$ cat src/tle_pkg.sv
// Package: register map, field layout and constants of the temperature limit event logic
package tle_pkg;

    // ------------------------------------------------------------
    // Register offsets (register pointer values)
    // ------------------------------------------------------------
    localparam logic [7:0] OFS_ALERT_CONTROL = 8'h01;
    localparam logic [7:0] OFS_UPPER_TRIP = 8'h02;
    localparam logic [7:0] OFS_LOWER_TRIP = 8'h03;
    localparam logic [7:0] OFS_CRITICAL_TRIP = 8'h04;
    localparam logic [7:0] OFS_MEASURED_TEMP = 8'h05;
    localparam logic [7:0] OFS_MAKER_CODE = 8'h06;
    localparam logic [7:0] OFS_PART_AND_REV = 8'h07;

    // ------------------------------------------------------------
    // Alert control field positions
    // ------------------------------------------------------------
    localparam int HYST_HI = 10;
    localparam int HYST_LO = 9;
    localparam int POWER_DOWN_BIT = 8;
    localparam int CRIT_LOCK_BIT = 7;
    localparam int WIN_LOCK_BIT = 6;
    localparam int CLEAR_BIT = 5;
    localparam int ALERT_FLAG_BIT = 4;
    localparam int ALERT_EN_BIT = 3;
    localparam int CRIT_ONLY_BIT = 2;
    localparam int POLARITY_BIT = 1;
    localparam int MODE_BIT = 0;

    // Measured temperature status bits
    localparam int CRIT_FLAG_BIT = 15;
    localparam int ABOVE_FLAG_BIT = 14;
    localparam int BELOW_FLAG_BIT = 13;

    // Temperature coding: sign at 12, comparisons use bits 12..2
    localparam int TEMP_MSB = 12;
    localparam int CMP_LSB = 2;
    localparam int CMP_W = TEMP_MSB - CMP_LSB + 1;

    // ------------------------------------------------------------
    // Reset values
    // ------------------------------------------------------------
    localparam logic [15:0] RST_LIMIT = 16'h0000;
    localparam logic [15:0] RST_TEMP = 16'h0000;
    localparam logic [1:0] RST_HYST = 2'h0;

    // Hysteresis bands in units of the 0.25 degree comparator step
    localparam logic [CMP_W-1:0] HYST_NONE = 11'h000;
    localparam logic [CMP_W-1:0] HYST_1P5 = 11'h006;
    localparam logic [CMP_W-1:0] HYST_3P0 = 11'h00c;
    localparam logic [CMP_W-1:0] HYST_6P0 = 11'h018;

    // Resolution field codes
    localparam logic [1:0] RES_0P5 = 2'h0;
    localparam logic [1:0] RES_0P25 = 2'h1;
    localparam logic [1:0] RES_0P125 = 2'h2;

    // Synchroniser depth
    localparam int SYNC_STAGES = 2;

    // ------------------------------------------------------------
    // Types
    // ------------------------------------------------------------
    typedef enum logic {
        CMP_ABOVE,
        CMP_BELOW
    } tle_sense_t;

    typedef struct packed {
        logic [1:0] hyst;
        logic power_down;
        logic critical_limit_lock;
        logic window_lock;
        logic alert_enable;
        logic critical_alert_only;
        logic alert_polarity;
        logic alert_mode;
    } tle_ctrl_t;

    typedef struct packed {
        logic [7:0] addr;
        logic wr;
        logic rd;
        logic [15:0] wdata;
    } tle_reg_req_t;

    typedef struct packed {
        logic out;
        logic oe;
    } tle_pin_t;

endpackage

$ cat src/tle_event_logic.sv
// Temperature limit event logic: limits, status flags, alert pin, locks and identity
`timescale 1ns/1ps

module tle_event_logic #(
    parameter logic [15:0] MAKER_CODE = 16'h1a2b, // Arbitrary value
    parameter logic [7:0] PART_ID = 8'h5c,         // Arbitrary value
    parameter logic [7:0] REVISION = 8'h01         // Arbitrary value
) (
    // Clock, reset and enable
    input wire logic clock_i,
    input wire logic rst_n_i,
    input wire logic ce_i,
    // Register port from the serial protocol engine
    input wire logic [7:0] reg_addr_i,
    input wire logic reg_wr_i,
    input wire logic reg_rd_i,
    input wire logic [15:0] reg_wdata_i,
    output logic [15:0] reg_rdata_o,
    // Resolution field from the resolution register
    input wire logic [1:0] resolution_field_i,
    // Converter link (clock and data in the converter clock domain)
    input wire logic conv_clk_i,
    input wire logic [12:0] conv_data_i,
    output logic power_down_o,
    // Open-drain alert pin
    input wire logic alert_in_i,
    output logic alert_o,
    output logic alert_oe_o
);

    // ------------------------------------------------------------
    // State
    // ------------------------------------------------------------
    typedef struct packed {
        logic [tle_pkg::SYNC_STAGES-1:0] clk_sync;
        logic clk_last;
        logic [12:0] data_s1;
        logic [12:0] data_s2;
        logic sample;
        logic [12:0] temp;
        // Limits keep only the compared bits 12..2; reads pad them back out
        logic [tle_pkg::CMP_W-1:0] upper;
        logic [tle_pkg::CMP_W-1:0] lower;
        logic [tle_pkg::CMP_W-1:0] critical;
        tle_pkg::tle_ctrl_t ctrl;
        logic cond_last;
        logic irq_latch;
        logic asserted;
        logic pin_drive;
        logic [15:0] rdata;
    } tle_state_t;

    tle_state_t state;
    tle_state_t next_state;
    tle_pkg::tle_reg_req_t req;
    // Status flags: 0 critical, 1 upper, 2 lower
    logic [2:0] flags;
    logic [tle_pkg::CMP_W-1:0] band;
    logic any_lock;
    logic cond;
    logic [15:0] wd;
    logic clear_req;

    // ------------------------------------------------------------
    // Decoding helpers
    // ------------------------------------------------------------
    function automatic logic [tle_pkg::CMP_W-1:0] hyst_band(input logic [1:0] code);
        logic [tle_pkg::CMP_W-1:0] b;
        b = tle_pkg::HYST_NONE;
        unique case (code)
            2'h0: b = tle_pkg::HYST_NONE;
            2'h1: b = tle_pkg::HYST_1P5;
            2'h2: b = tle_pkg::HYST_3P0;
            2'h3: b = tle_pkg::HYST_6P0;
        endcase
        return b;
    endfunction

    // Applied at capture, so a later change of resolution leaves a stored sample alone
    function automatic logic [12:0] res_mask(input logic [1:0] code);
        logic [12:0] m;
        m = 13'h1fff;
        unique case (code)
            tle_pkg::RES_0P5: m = 13'h1ff8;
            tle_pkg::RES_0P25: m = 13'h1ffc;
            tle_pkg::RES_0P125: m = 13'h1ffe;
            default: m = 13'h1fff;
        endcase
        return m;
    endfunction

    function automatic logic [15:0] limit_word(input logic [tle_pkg::CMP_W-1:0] v);
        return {3'h0, v, 2'h0};
    endfunction

    // ------------------------------------------------------------
    // Limit comparators
    // ------------------------------------------------------------
    assign band = hyst_band(state.ctrl.hyst);

    logic [tle_pkg::CMP_W-1:0] limits [3];
    assign limits[0] = state.critical;
    assign limits[1] = state.upper;
    assign limits[2] = state.lower;

    genvar gi;
    generate
        for (gi = 0; gi < 3; gi++) begin : g_cmp
            tle_limit_cmp #(
                .SENSE(gi == 2 ? tle_pkg::CMP_BELOW : tle_pkg::CMP_ABOVE)
            ) u_cmp (
                .clock_i(clock_i),
                .rst_n_i(rst_n_i),
                .ce_i(ce_i),
                .sample_i(state.sample),
                .temp_i(state.temp[tle_pkg::TEMP_MSB:tle_pkg::CMP_LSB]),
                .limit_i(limits[gi]),
                .band_i(band),
                .flag_o(flags[gi])
            );
        end
    endgenerate

    // ------------------------------------------------------------
    // Next state
    // ------------------------------------------------------------
    assign req.addr = reg_addr_i;
    assign req.wr = reg_wr_i;
    assign req.rd = reg_rd_i;
    assign req.wdata = reg_wdata_i;
    assign wd = req.wdata;
    // Either lock freezes hysteresis, enable and the setting of power down
    assign any_lock = state.ctrl.critical_limit_lock | state.ctrl.window_lock;
    assign cond = state.ctrl.alert_enable & (flags[0] |
        (~state.ctrl.critical_alert_only & (flags[1] | flags[2])));
    // Write-only: never stored, so it always reads back as zero
    assign clear_req = req.wr && (req.addr == tle_pkg::OFS_ALERT_CONTROL) &&
        wd[tle_pkg::CLEAR_BIT];

    always_comb begin
        next_state = state;

        // ------------------------------------------------------------
        // Converter link: edge found on the second synchroniser stage only
        // ------------------------------------------------------------
        next_state.clk_sync = {state.clk_sync[0], conv_clk_i};
        next_state.clk_last = state.clk_sync[1];
        next_state.data_s1 = conv_data_i;
        next_state.data_s2 = state.data_s1;
        next_state.sample = 1'b0;
        if (state.clk_sync[1] && !state.clk_last && !state.ctrl.power_down) begin
            next_state.temp = state.data_s2 & res_mask(resolution_field_i);
            next_state.sample = 1'b1;
        end

        // ------------------------------------------------------------
        // Register writes
        // ------------------------------------------------------------
        if (req.wr) begin
            unique case (req.addr)
                tle_pkg::OFS_ALERT_CONTROL: begin
                    if (!any_lock) begin
                        next_state.ctrl.hyst = wd[tle_pkg::HYST_HI:tle_pkg::HYST_LO];
                        next_state.ctrl.alert_enable = wd[tle_pkg::ALERT_EN_BIT];
                    end
                    if (!wd[tle_pkg::POWER_DOWN_BIT] || !any_lock) begin
                        next_state.ctrl.power_down = wd[tle_pkg::POWER_DOWN_BIT];
                    end
                    if (!state.ctrl.window_lock) begin
                        next_state.ctrl.critical_alert_only = wd[tle_pkg::CRIT_ONLY_BIT];
                    end
                    // Locks only ever set; reset is the sole way out
                    next_state.ctrl.critical_limit_lock = state.ctrl.critical_limit_lock |
                        wd[tle_pkg::CRIT_LOCK_BIT];
                    next_state.ctrl.window_lock = state.ctrl.window_lock |
                        wd[tle_pkg::WIN_LOCK_BIT];
                    next_state.ctrl.alert_polarity = wd[tle_pkg::POLARITY_BIT];
                    next_state.ctrl.alert_mode = wd[tle_pkg::MODE_BIT];
                end
                tle_pkg::OFS_UPPER_TRIP: begin
                    if (!state.ctrl.window_lock) begin
                        next_state.upper = wd[tle_pkg::TEMP_MSB:tle_pkg::CMP_LSB];
                    end
                end
                tle_pkg::OFS_LOWER_TRIP: begin
                    if (!state.ctrl.window_lock) begin
                        next_state.lower = wd[tle_pkg::TEMP_MSB:tle_pkg::CMP_LSB];
                    end
                end
                tle_pkg::OFS_CRITICAL_TRIP: begin
                    if (!state.ctrl.critical_limit_lock) begin
                        next_state.critical = wd[tle_pkg::TEMP_MSB:tle_pkg::CMP_LSB];
                    end
                end
                default: begin
                end
            endcase
        end

        // ------------------------------------------------------------
        // Alert: frozen while powered down, so no events arise there
        // ------------------------------------------------------------
        if (!state.ctrl.power_down) begin
            next_state.cond_last = cond;
            // Release first, so a new event in the same cycle still wins
            if (clear_req) begin
                next_state.irq_latch = 1'b0;
            end
            if (cond && !state.cond_last) begin
                next_state.irq_latch = 1'b1;
            end
            if (state.ctrl.alert_mode) begin
                next_state.asserted = next_state.irq_latch;
            end else begin
                // Latch tracks the live condition, so clear is ignored here and a
                // switch to interrupt mode does not replay an event long gone
                next_state.irq_latch = cond;
                next_state.asserted = cond;
            end
        end
        // Pin drive registered: a gate on two flops could glitch the open-drain pin
        next_state.pin_drive = next_state.asserted ^ next_state.ctrl.alert_polarity;

        // ------------------------------------------------------------
        // Register reads, answered one cycle after the strobe
        // ------------------------------------------------------------
        if (req.rd) begin
            unique case (req.addr)
                tle_pkg::OFS_ALERT_CONTROL: begin
                    next_state.rdata = {5'h00, state.ctrl.hyst, state.ctrl.power_down,
                        state.ctrl.critical_limit_lock, state.ctrl.window_lock, 1'b0,
                        state.asserted, state.ctrl.alert_enable,
                        state.ctrl.critical_alert_only, state.ctrl.alert_polarity,
                        state.ctrl.alert_mode};
                end
                tle_pkg::OFS_UPPER_TRIP: next_state.rdata = limit_word(state.upper);
                tle_pkg::OFS_LOWER_TRIP: next_state.rdata = limit_word(state.lower);
                tle_pkg::OFS_CRITICAL_TRIP: next_state.rdata = limit_word(state.critical);
                tle_pkg::OFS_MEASURED_TEMP: begin
                    next_state.rdata = {flags[0], flags[1], flags[2], state.temp};
                end
                tle_pkg::OFS_MAKER_CODE: next_state.rdata = MAKER_CODE;
                tle_pkg::OFS_PART_AND_REV: next_state.rdata = {PART_ID, REVISION};
                default: next_state.rdata = 16'h0000;
            endcase
        end
    end

    // ------------------------------------------------------------
    // Registers
    // ------------------------------------------------------------
    // Synchronous reset; ce low holds every bit, synchronisers included
    always_ff @(posedge clock_i) begin
        if (!rst_n_i) begin
            state <= '0;
            state.ctrl.hyst <= tle_pkg::RST_HYST;
            state.upper <= tle_pkg::RST_LIMIT[tle_pkg::TEMP_MSB:tle_pkg::CMP_LSB];
            state.lower <= tle_pkg::RST_LIMIT[tle_pkg::TEMP_MSB:tle_pkg::CMP_LSB];
            state.critical <= tle_pkg::RST_LIMIT[tle_pkg::TEMP_MSB:tle_pkg::CMP_LSB];
            state.temp <= tle_pkg::RST_TEMP[12:0];
        end else if (ce_i) begin
            state <= next_state;
        end
    end

    // ------------------------------------------------------------
    // Outputs
    // ------------------------------------------------------------
    // Open drain: the pin is pulled low only; a high level comes from the pull-up
    // The pin level is known from the drive state, so the readback input is not used
    tle_pkg::tle_pin_t pin;
    always_comb begin
        pin.out = 1'b0;
        pin.oe = state.pin_drive;
    end

    assign alert_o = pin.out;
    assign alert_oe_o = pin.oe;
    assign power_down_o = state.ctrl.power_down;
    assign reg_rdata_o = state.rdata;

endmodule

$ cat src/tle_limit_cmp.sv
// Single limit comparator with hysteresis and a held status flag
`timescale 1ns/1ps

module tle_limit_cmp #(
    parameter tle_pkg::tle_sense_t SENSE = tle_pkg::CMP_ABOVE
) (
    // Clock and reset
    input wire logic clock_i,
    input wire logic rst_n_i,
    input wire logic ce_i,
    // Sample and limit
    input wire logic sample_i,
    input wire logic signed [tle_pkg::CMP_W-1:0] temp_i,
    input wire logic signed [tle_pkg::CMP_W-1:0] limit_i,
    input wire logic [tle_pkg::CMP_W-1:0] band_i,
    // Status
    output logic flag_o
);

    typedef struct packed {
        logic flag;
    } tle_cmp_state_t;

    tle_cmp_state_t state;
    tle_cmp_state_t next_state;
    logic signed [tle_pkg::CMP_W:0] t_ext;
    logic signed [tle_pkg::CMP_W:0] lim_ext;
    logic signed [tle_pkg::CMP_W:0] lim_band;

    // One extra bit so limit minus band never wraps
    assign t_ext = {temp_i[tle_pkg::CMP_W-1], temp_i};
    assign lim_ext = {limit_i[tle_pkg::CMP_W-1], limit_i};
    assign lim_band = lim_ext - $signed({1'b0, band_i});

    always_comb begin
        next_state = state;
        if (sample_i) begin
            if (SENSE == tle_pkg::CMP_ABOVE) begin
                if (t_ext > lim_ext) begin
                    next_state.flag = 1'b1;
                end else if (t_ext <= lim_band) begin
                    next_state.flag = 1'b0;
                end
            end else begin
                if (t_ext < lim_band) begin
                    next_state.flag = 1'b1;
                end else if (t_ext >= lim_ext) begin
                    next_state.flag = 1'b0;
                end
            end
        end
    end

    always_ff @(posedge clock_i) begin
        if (!rst_n_i) begin
            state <= '0;
        end else if (ce_i) begin
            state <= next_state;
        end
    end

    assign flag_o = state.flag;

endmodule

$ cat config.mk
export PLATFORM = sky130hd
export DESIGN_NAME = tle_event_logic
export DESIGN_NICKNAME = d
export VERILOG_FILES = /design/src/tle_pkg.sv /design/src/tle_event_logic.sv /design/src/tle_limit_cmp.sv
export SDC_FILE = /design/constraint.sdc
export NUM_CORES = 1
export LEC_CHECK = 0
export ABC_AREA = 1
export BUFFER_PORTS_ARGS = -buffer_cell sky130_fd_sc_hd__buf_2
export CAP_MARGIN = 25
export CELL_PAD_IN_SITES_DETAIL_PLACEMENT = 1
export CELL_PAD_IN_SITES_GLOBAL_PLACEMENT = 1
export CORE_ASPECT_RATIO = 1.5
export CORE_UTILIZATION = 48
export CTS_BUF_LIST = sky130_fd_sc_hd__clkbuf_4 sky130_fd_sc_hd__clkbuf_8
export CTS_CLUSTER_DIAMETER = 60
export DETAILED_ROUTE_END_ITERATION = 10
export PLACE_DENSITY_LB_ADDON = 0.1
export SYNTH_ARGS = -nofsm -noshare
export SYNTH_HDL_FRONTEND = slang
export SYNTH_SLANG_ARGS = --single-unit
export TNS_END_PERCENT = 1
$ cat constraint.sdc
create_clock -name clock_i -period 9.4 [get_ports clock_i]
set_clock_uncertainty 0.15 [all_clocks]
set_input_delay 1.88 -clock clock_i [delete_from_list [all_inputs] [get_ports clock_i]]
set_output_delay 1.88 -clock clock_i [all_outputs]
set_load 0.01 [all_outputs]
# Yosys cells after proc, flatten, opt, wreduce, memory -nomap -nowiden
# Index checks and enable logic that the tools add are counted.
# totals
register_bits	108
out_inout_bits	19
input_bits	46
word_cells	106
# op_classes
order_cmp	6
n_reduce_logical	29
bitwise	14
addsub	3
n_eq_ne	12
mux	17
# ops
cell	n
one-hot mux 16 bit (7 select lines)	1
one-hot mux 11 bit (4 select lines)	1
subtractor 11 x 12 -> 12 bit	3
equality test 8 x 3 -> 1 bit (second input constant)	4
<= comparator 11 x 12 -> 1 bit	2
AND reduction 4 bit	6
greater-than comparator 11 bit	2
equality test 8 x 2 -> 1 bit (second input constant)	2
2-to-1 mux 14 bit	1
AND 13 bit	1
2-to-1 mux 13 bit	1
< comparator 11 x 12 -> 1 bit	1
AND reduction 3 bit	4
>= comparator 11 bit	1
2-to-1 mux 1 bit	10
one-hot mux 3 bit (3 select lines)	1
equality test 8 x 1 -> 1 bit (second input constant)	1
equality test 2 bit (second input constant)	3
AND reduction 2 bit	3
nonzero test 2 bit	3
logical AND 1 bit	5
zero test 1 bit	5
inverter 1 bit	5
OR 1 bit	5
other kinds (6)	10

# Depth between registers and ports, before layout
# Gate-level depths: netlist (run 1).
# depth
ltp_word	9
ltp_mapped	24

# Hierarchy
# A second synthesis (run 1) with hierarchy kept.
# hier_totals
cells_unflattened	1180
hier_area_um2	8206.6
# by_module_without_submodules
mod	n_inst	seq_area_each_um2	area_per_inst_um2	cells_each
tle_event_logic	1	2102.0	4519.3	604
tle_limit_cmp (g_cmp[0].u_cmp ...)	2	20.0	1221.2	189
tle_limit_cmp (g_cmp[2].u_cmp)	1	20.0	1244.9	198

# Least setup slack after synthesis (run 1)
# No wires, ideal clock.
# synth_path
path_type	register to register
startpoint	register state[27] (netlist name)
endpoint	register g_cmp[1].u_cmp.state
setup_slack_ns	6.310
path_buffers	0
t_required_ns	9.118
arrival_ns	2.808
stages_incl_launch_ff	23
path_cell_list	dfxtp_1 > inv_1 > ha_1 > nor2_1 > ha_1 > nand2_1 > nor2_1 > a211oi_1 > nand4_1 > o21ai_0 > inv_1 > ha_1 > nand2_1 > inv_1 > nand2_1 > nor2_1 > nand2_1 > nand3_1 > nand2_1 > nand3_1 > nand2_1 > nand2_1 > a21oi_1
# synth_between
elab_chain_len	6
word_cells_on_any_way	9
# synth_rtl
item	line_no	text
start, declared	tle_event_logic.sv:53	tle_state_t state;
start signal, assigned	tle_event_logic.sv:262	state <= next_state;
equality test 2 bit, or another cell as far along	tle_event_logic.sv:70	unique case (code)
one-hot mux 11 bit (4 select lines) *	tle_event_logic.sv:70	
subtractor 11 x 12 -> 12 bit *	tle_limit_cmp.sv:33	assign lim_band = lim_ext - $signed({1'b0, band_i});
<= comparator 11 x 12 -> 1 bit *	tle_limit_cmp.sv:41	end else if (t_ext <= lim_band) begin
nonzero test 2 bit (no source line) *	n/a	
AND reduction 3 bit (no source line) *	n/a	
end signal, assigned	tle_limit_cmp.sv:58	state <= next_state;
end, declared	tle_limit_cmp.sv:24	tle_cmp_state_t state;
# Every way passes the cells marked *; elsewhere a longest branch is shown, timed or not. The select of a mux whose other input is x is not followed.
# A chain may end at the register's enable or synchronous reset.

# Final worst setup path (run 1)
# Same ends and word-level chain as after synthesis.

==> summary.md, run 1 <==
| Metric | Value |
|---|---|
| Status | finished clean |
| Filler cell count | 1,863 |
| Final setup viols | 0 |
| Synth Area in Adders | 15.60% |
| Crit-path max FO | 5 |
| Initial Util | about 49% |
| Multiplexer share of the synthesized area | 0% |
| Internal power | 626.0 uW |
| Post-synth ARST share | 0% |
| TritonCTS clock tree | done |
| Clock sinks | 108 |
| Finished Cell Area | 0.007378 mm^2 |
| Count of cell types in the netlist | 40 |
| Synth Cell Area | 0.006883 mm^2 |
| Pleak | 0.003401 uW |
| Crit-path slowest cell | ha_1 |
| Final hold vios | 0 |
| Vias in the first global route | 6,417 |
| WP data required | 9.54 ns |
| Compound-cell area share of the yosys netlist | 17.96% |
| # rows | 53 |
| Net Sw Frac | ~31% |
| Die width | ~100 um |
| Vias/cell | 5.437 |
| Register area | 0.002162 mm^2 |
| Routed length on met2 | 10.83 mm |
| Largest net degree at the start of global routing | 81 |
| Cells resized by post-CTS repair | 0 |
| WP data arrival | 4.01 ns |
| Wire length of the first global-routing pass | approximately 32 mm |
| Setup crit start kind | flop |
| Num CTS Buffers | 9 |
| Largest family of logic cells by synthesized area | simple AND/OR/NAND/NOR gates |
| Die H | about 150 um |
| Number of port buffers | 59 |
| Initial DRC count | around 260 |
| RSZ-0062 raised after global routing | false |
| Layout Nets | 1,125 |
| Period utilisation layout | 41.17% |
| Most common cell on crit path | nand2_1 |
| DRT met1 WL | 8.134 mm |
| Placed insts | ~1,200 |
| Antenna diodes | 0 |
| CP peak stage delay | 0.44 ns |
| GR Overflow Total | 0 |
| Max-slew violation count | 0 |
| Fraction of layout cells with a size suffix above 1 | ~10% |
| Total number of vias | 6,481 |
| Clock transition at path regs | 0.11 ns |
| Placed cell area | 0.007181 mm^2 |
| Mean Syn Cell Area | 7.110 um^2 |
| Primary FF master, synth | dfxtp_1 |
| PD cells | 122.5 mW/mm^2 |
| HPWL Detailed | about 16 mm |
| Multi-input gate area | 0.003990 mm^2 |
| Setup TNS | 0 ns |
| First-pass DRT Iterations | 5 |
| GRT Total Usage | 28.96% |
| Register bit count reported by yosys | 108 |
| Max Fclk | 258.4 MHz |
| Synth warn | 0 |
| CP endpoint kind | flop |
| # H-tree levels | 3 |
| Post-synth EDFFs | 0 |
| Met3 WL | around 760 um |
| Routability cong. | 0.9004 |
| WS Path Type | flop to flop |
| Layout Cells excl Fill | 1,192 |
| Routed Antenna Nets | 0 |
| Root Buffer | clkbuf_8 |
| Sw power | 277.6 uW |
| Maxcap violations | 0 |
| CTS Buffer Depth | 2 |
| Min Tclk post-route | around 3.9 ns |
| I/O Pins | 65 |
| Synth Area in Simple Gates | 21.81% |
| HP Class | flop to flop |
| Post-Synth XOR/XNOR Area | roughly 2.5% |
| Clock Latency Late Sink | 0.40 ns |
| R2R setup slack | around 5.5 ns |
| Least-Margin Pin Slew | slightly above 0.9 ns |
| Highest metal used | met4 |
| Post-synthesis net count | roughly 1,100 |
| Initial antenna violation count | 0 |
| Core area | 0.01399 mm^2 |
| Register area share after synthesis | 31.41% |
| Combinational share of power | 15.2% |
| # DRC | 0 |
| Normalized max-slew margin | 39.33% |
| Layout area overhead | 7.199% |
| Post-CTS setup buffer count | 0 |
| Portion of total power attributed to sequential cells | 53.4% |
| Maximum VDD drop | about 0.11 mV |
| CTS Hold Buffers Added | 0 |
| Routed WL | 20.65 mm |
| Syn Inst Count | 968 |
| Wirelength per Cell | 17.32 um |
| Clk network pwr share | 31.4% |
| Die ar. | 0.01483 mm^2 |
| Worst-path cell chain | inv_1, ha_1, inv_1, fa_1, nor2_1, a211oi_1, nand4_1, o21ai_0, inv_1, ha_1, nand2_1, inv_1, nand2_1, nor2_1, nand2_1, nand3_1, nand2_1, nand3_1, nand2_1, nand2_1, a21oi_1 |
through the flow:
stage / power (uW) / utilization (%) / hold WS, ns / setup slack [ns]
6_report: 903.5 / 52.73 / 0.3211 / 5.530
3_5_place_dp: 629.3 / 51.32 / 0.3047 / 5.243
2_1_floorplan: 584.9 / - / 0.2805 / 6.310
3_3_place_gp: 622.8 / 51.18 / 0.2933 / 5.311
5_1_grt: 949.4 / 52.73 / 0.3384 / 5.242
4_1_cts: 911.7 / 52.65 / 0.3228 / 5.520
critical path: cells and delay by family, from the launching register on:
family                   cells  cell delay, ns
AND/OR/NAND/NOR             11            1.07
adder cells (fa/ha/maj)      3            1.05
AO/OA/AOI/OAI                3            0.65
buffers and inverters        4            0.46
flip-flops                   1            0.38
cells in the final DEF (no fill, tap or decap), types with 8 or more instances in the layout:
master,synthesis,final
nand2_1,159,159
nor2_1,120,120
inv_1,114,114
dfxtp_1,108,108
a21oi_1,100,100
o21ai_0,97,97
ha_1,81,81
buf_2,10,59
nand3_1,29,29
nand4_1,18,18
xor2_1,17,17
o21ai_1,11,11
clkbuf_8,0,9
o22ai_1,8,8
synthesized netlist by cell type, types with 2 or more instances:
cell type | instances | area [um^2]
nor3_1 | 7 | 35.03
nand3b_1 | 4 | 30.03
xor2_1 | 17 | 148.9
nor3_2 | 2 | 20.02
nand4_1 | 18 | 112.6
o22ai_1 | 8 | 50.05
ha_1 | 81 | 1013
nand2_1 | 159 | 596.8
inv_2 | 6 | 22.52
buf_2 | 10 | 50.05
clkbuf_1 | 15 | 56.30
nand3_1 | 29 | 145.1
a211oi_1 | 3 | 22.52
nand2_2 | 4 | 25.02
dfxtp_1 | 108 | 2162
buf_4 | 19 | 142.6
a21o_1 | 3 | 22.52
inv_1 | 114 | 427.9
o211ai_1 | 6 | 45.04
o21ai_1 | 11 | 55.05
nor2_1 | 120 | 450.4
a21oi_1 | 100 | 500.5
xnor2_1 | 3 | 26.28
o21a_1 | 2 | 15.01
fa_1 | 3 | 60.06
nor2_2 | 5 | 31.28
o21ai_0 | 97 | 485.5
buf_6 | 2 | 22.52
final cells by class:
cell class | count | area share [%]
clock inverter | 6 | 0.7461
inverter | 120 | 6.105
tap | 192 | 3.256
sequential | 108 | 29.30
clock buffer | 10 | 1.781
multi-input combinational | 692 | 54.08
timing repair buffer | 64 | 4.731
final timing paths:
check,start,end,depth (start not counted)
setup / recovery,state[27]$_SDFFE_PN0P_,g_cmp[1].u_cmp.flag_o$_SDFFE_PN0P_,21
hold / removal,state[19]$_SDFFE_PN0P_,state[19]$_SDFFE_PN0P_,2
setup reg to reg,state[27]$_SDFFE_PN0P_,g_cmp[1].u_cmp.flag_o$_SDFFE_PN0P_,21
hold reg to reg,state[19]$_SDFFE_PN0P_,state[19]$_SDFFE_PN0P_,2
kinds of logic after synthesis:
kind of cell / Yosys count
AO/OA/AOI/OAI: 234
AND/OR/NAND/NOR: 353
flip-flops: 108
adder cells (fa/ha/maj): 84
XOR/XNOR: 20
buffers and inverters: 168
other: 1
flip-flops by register name, indices dropped and copies added, names as in the netlist:
register and flops:
state 39, limits 33, reg_rdata_o 16, next_state 15, g_cmp.u_cmp.flag_o 3, alert_oe_o 1
power_down_o 1
power groups by stage:
stage	Clock (uW)	Combinational (uW)	Sequential (uW)
finish	284	137	482
global route	308	158	484
CTS	291	138	482
detailed placement	0	137	493
global placement	0	131	492
floorplan	0	98.2	487
layer usage:
layer / global-route usage (%) / up-vias
met2: 54.24 / 124
met1: 31.49 / 3081
met4: 14.56 / 0
met5: 0 / -
li1: - / 3226
met3: 3.524 / 50
(Power assumes the default switching activity.)
==> inputs of run 2 (changes only) <==
- CORE_UTILIZATION: 48 -> 45
- clock period: 9.4 -> 3.97 ns (I/O delays scaled with it)
==> summary.md, run 2 (synthesis results as in run 1) <==
| Metric | Value |
|---|---|
| Status | finished clean |
| Crit-path slowest cell | ha_1 |
| Routed WL | 20.80 mm (+0.75%) |
| Finished Cell Area | 0.007396 mm^2 (+0.24%) |
| Max-slew violation count | 0 (unchanged) |
| Largest Register | state |
| Die width | 103.0 um (+3.2%) |
| Min Tclk post-route | 3.606 ns (-0.2641 ns) |
| # rows | 55 (+3.8%) |
| Pleak | 0.003404 uW (about the same) |
| CTS Buffer Depth | 2 (unchanged) |
| Number of port buffers | 59 (unchanged) |
| Die H | 153.5 um (+3.2%) |
| Initial antenna violation count | 0 (unchanged) |
| Layout Cells excl Fill | 1,198 (+0.50%) |
| R2R setup slack | 0.36 ns (-5.17 ns) |
| Combinational share of power | 15.0% (-0.2 points) |
| WP data required | 4.11 ns (-5.43 ns) |
| RR Endpoint | g_cmp[0].u_cmp.flag_o$_SDFFE_PN0P_ |
| Final setup viols | 0 (unchanged) |
| Grt met2 use | 49.68% (-4.6 points) |
| HPWL Detailed | 16.15 mm (-0.67%) |
| HP Class | flop to flop |
| Routed Antenna Nets | 0 (unchanged) |
| Maxcap violations | 0 (unchanged) |
| Total number of vias | 6,485 (+0.062%) |
| RSZ-0062 raised after global routing | false |
| Commonest non-fill, non-tap cell in the layout | nand2_1 |
| Clock transition at path regs | 0.12 ns (about the same) |
| Initial DRC count | 237 (-8.5%) |
| First-pass DRT Iterations | 4 (-1) |
| Wirelength per Cell | 17.36 um (+0.24%) |
| Layout area overhead | 7.453% |
| CP endpoint kind | flop |
| Final hold vios | 0 (unchanged) |
| Initial Util | 45.88% (-3.3 points) |
| Most common cell on crit path | nand2_1 |
| Post-CTS setup buffer count | 0 (unchanged) |
| Maximum VDD drop | 0.2036 mV (+86%) |
| Least-Margin Pin Slew | 0.9914 ns (+0.08236 ns) |
| Wire length of the first global-routing pass | 32.84 mm (+1.1%) |
| Sw power | 662.4 uW (+140%) |
| Register area | 0.002162 mm^2 (unchanged) |
| Normalized max-slew margin | 33.83% (-5.5 points) |
| WP data arrival | 3.75 ns (-0.26 ns) |
| I/O Pins | 65 (unchanged) |
| Internal power | 1474 uW (+140%) |
| Max reg flops | 39 (unchanged) |
| Net Sw Frac | 31.01% (+0.29 points) |
| Clk network pwr share | 31.5% (about the same) |
| # DRC | 0 (unchanged) |
| TritonCTS clock tree | done |
| Setup TNS | 0 ns (unchanged) |
| Most frequent cells in the layout | 159 x nand2_1, 119 x nor2_1, 114 x inv_1 |
| Largest net degree at the start of global routing | 67 (-17%) |
| Reg2reg path depth | 23 (+9.5%) |
| CP peak stage delay | 0.44 ns (about the same) |
| Hold path startpoint | reg_rdata_o[15]$_SDFFE_PN0P_ |
| Multi-input gate area | 0.004003 mm^2 (+0.31%) |
| Placed cell area | 0.007177 mm^2 (about the same) |
| Worst hold endpoint | reg_rdata_o[15]$_SDFFE_PN0P_ |
| Max Fclk | 277.3 MHz (+7.3%) |
| Vias/cell | 5.413 (-0.44%) |
| Core area | 0.01500 mm^2 (+7.2%) |
| Crit-path max FO | 5 (unchanged) |
| CTS Hold Buffers Added | 0 (unchanged) |
| Vias in the first global route | 6,400 (-0.26%) |
| Filler cell count | 2,045 (+9.8%) |
| Placed insts | 1,182 (+0.60%) |
| Fraction of layout cells with a size suffix above 1 | 10.41% (+0.11 points) |
| Clock Latency Late Sink | 0.40 ns (about the same) |
| # H-tree levels | 3 (unchanged) |
| Layout Nets | 1,125 (unchanged) |
| Top Usage Layer GRT | met2 |
| Met3 Use GR | 3.795% (+0.27 points) |
| Antenna diodes | 0 (unchanged) |
| Clock sinks | 108 (unchanged) |
| Num CTS Buffers | 9 (unchanged) |
| GRT Total Usage | 27.69% (-1.3 points) |
| PD cells | 288.8 mW/mm^2 (+140%) |
| Worst-path cell chain | inv_1, ha_1, inv_1, fa_1, nor2_1, o21ai_1, nand3_1, nor2_1, nand2_1, o21ai_0, inv_1, ha_1, nand2_1, inv_1, nand2_1, nor2_1, nand2_1, nand3_1, nand2_1, nand3_1, nand2_1, nand2_1, a21oi_1 |
| Die ar. | 0.01580 mm^2 (+6.6%) |
| Worst Hold Depth | 2 (unchanged) |
| Routability cong. | 0.8643 (-4.0%) |
| Period utilisation layout | 90.82% (+50 points) |
| Setup crit start kind | flop |
| Global Route met1 Usage | 32.13% (+0.64 points) |
| WS Path Type | flop to flop |
| Root Buffer | clkbuf_8 |
| GR Overflow Total | 0 (unchanged) |
| Portion of total power attributed to sequential cells | 53.5% (about the same) |
| FF-to-FF Start | state[27]$_SDFFE_PN0P_ |
[run 2: final cells by class]
class	instances	area share, %
Multi-Input combinational cell	692	54.12
Sequential cell	108	29.23
Clock buffer	9	1.675
Clock inverter	6	0.7444
Tap cell	199	3.367
Inverter	120	6.090
Timing Repair Buffer	64	4.771
[run 2: power groups by stage]
stage	sequential [uW]	combinational (uW)	clock [uW]
after floorplan	1150	232	0
after global placement	1170	308	0
after detailed placement	1170	319	0
after CTS	1140	322	688
after global routing	1150	375	723
final	1140	321	673
[run 2: how the worst max path moves through the flow]
stage / from / endpoint
2_1_floorplan: state[27]$_SDFFE_PN0P_ / g_cmp[1].u_cmp.flag_o$_SDFFE_PN0P_
3_3_place_gp: state[27]$_SDFFE_PN0P_ / g_cmp[0].u_cmp.flag_o$_SDFFE_PN0P_
3_5_place_dp: state[27]$_SDFFE_PN0P_ / g_cmp[0].u_cmp.flag_o$_SDFFE_PN0P_
4_1_cts: state[27]$_SDFFE_PN0P_ / g_cmp[0].u_cmp.flag_o$_SDFFE_PN0P_
5_1_grt: state[27]$_SDFFE_PN0P_ / g_cmp[0].u_cmp.flag_o$_SDFFE_PN0P_
6_report: state[27]$_SDFFE_PN0P_ / g_cmp[0].u_cmp.flag_o$_SDFFE_PN0P_
[run 2: repair_timing]
item                                    CTS  global route
endpoints found under the setup margin    0             2
resized for setup                         0             4
hold endpoints to repair                  0             0
[run 2: metrics by stage]
| stage | hold WS (ns) | power, uW | worst slack [ns] | util (%) |
|---|---|---|---|---|
| 2_1_floorplan | 0.2805 | 1385 | 0.8796 | - |
| 3_3_place_gp | 0.2958 | 1474 | 0.2697 | 47.84 |
| 3_5_place_dp | 0.3032 | 1486 | 0.1451 | 47.84 |
| 4_1_cts | 0.3213 | 2152 | 0.1067 | 49.03 |
| 5_1_grt | 0.3430 | 2243 | 0.01640 | 49.30 |
| 6_report | 0.3205 | 2136 | 0.3643 | 49.30 |
[run 2: layer usage]
layer | share of wire [%] | vias up
met5 | 0 | -
met2 | 52 | 110
met1 | 41 | 3115
met4 | 3.8 | 0
met3 | 2.9 | 37
li1 | - | 3223
[run 2: critical path: cells and delay by family (launching register included)]
family	cells	cell delay, ns
AND/OR/NAND/NOR	13	1.12
adder cells (fa/ha/maj)	3	1.02
AO/OA/AOI/OAI	3	0.43
buffers and inverters	4	0.39
flip-flops	1	0.38
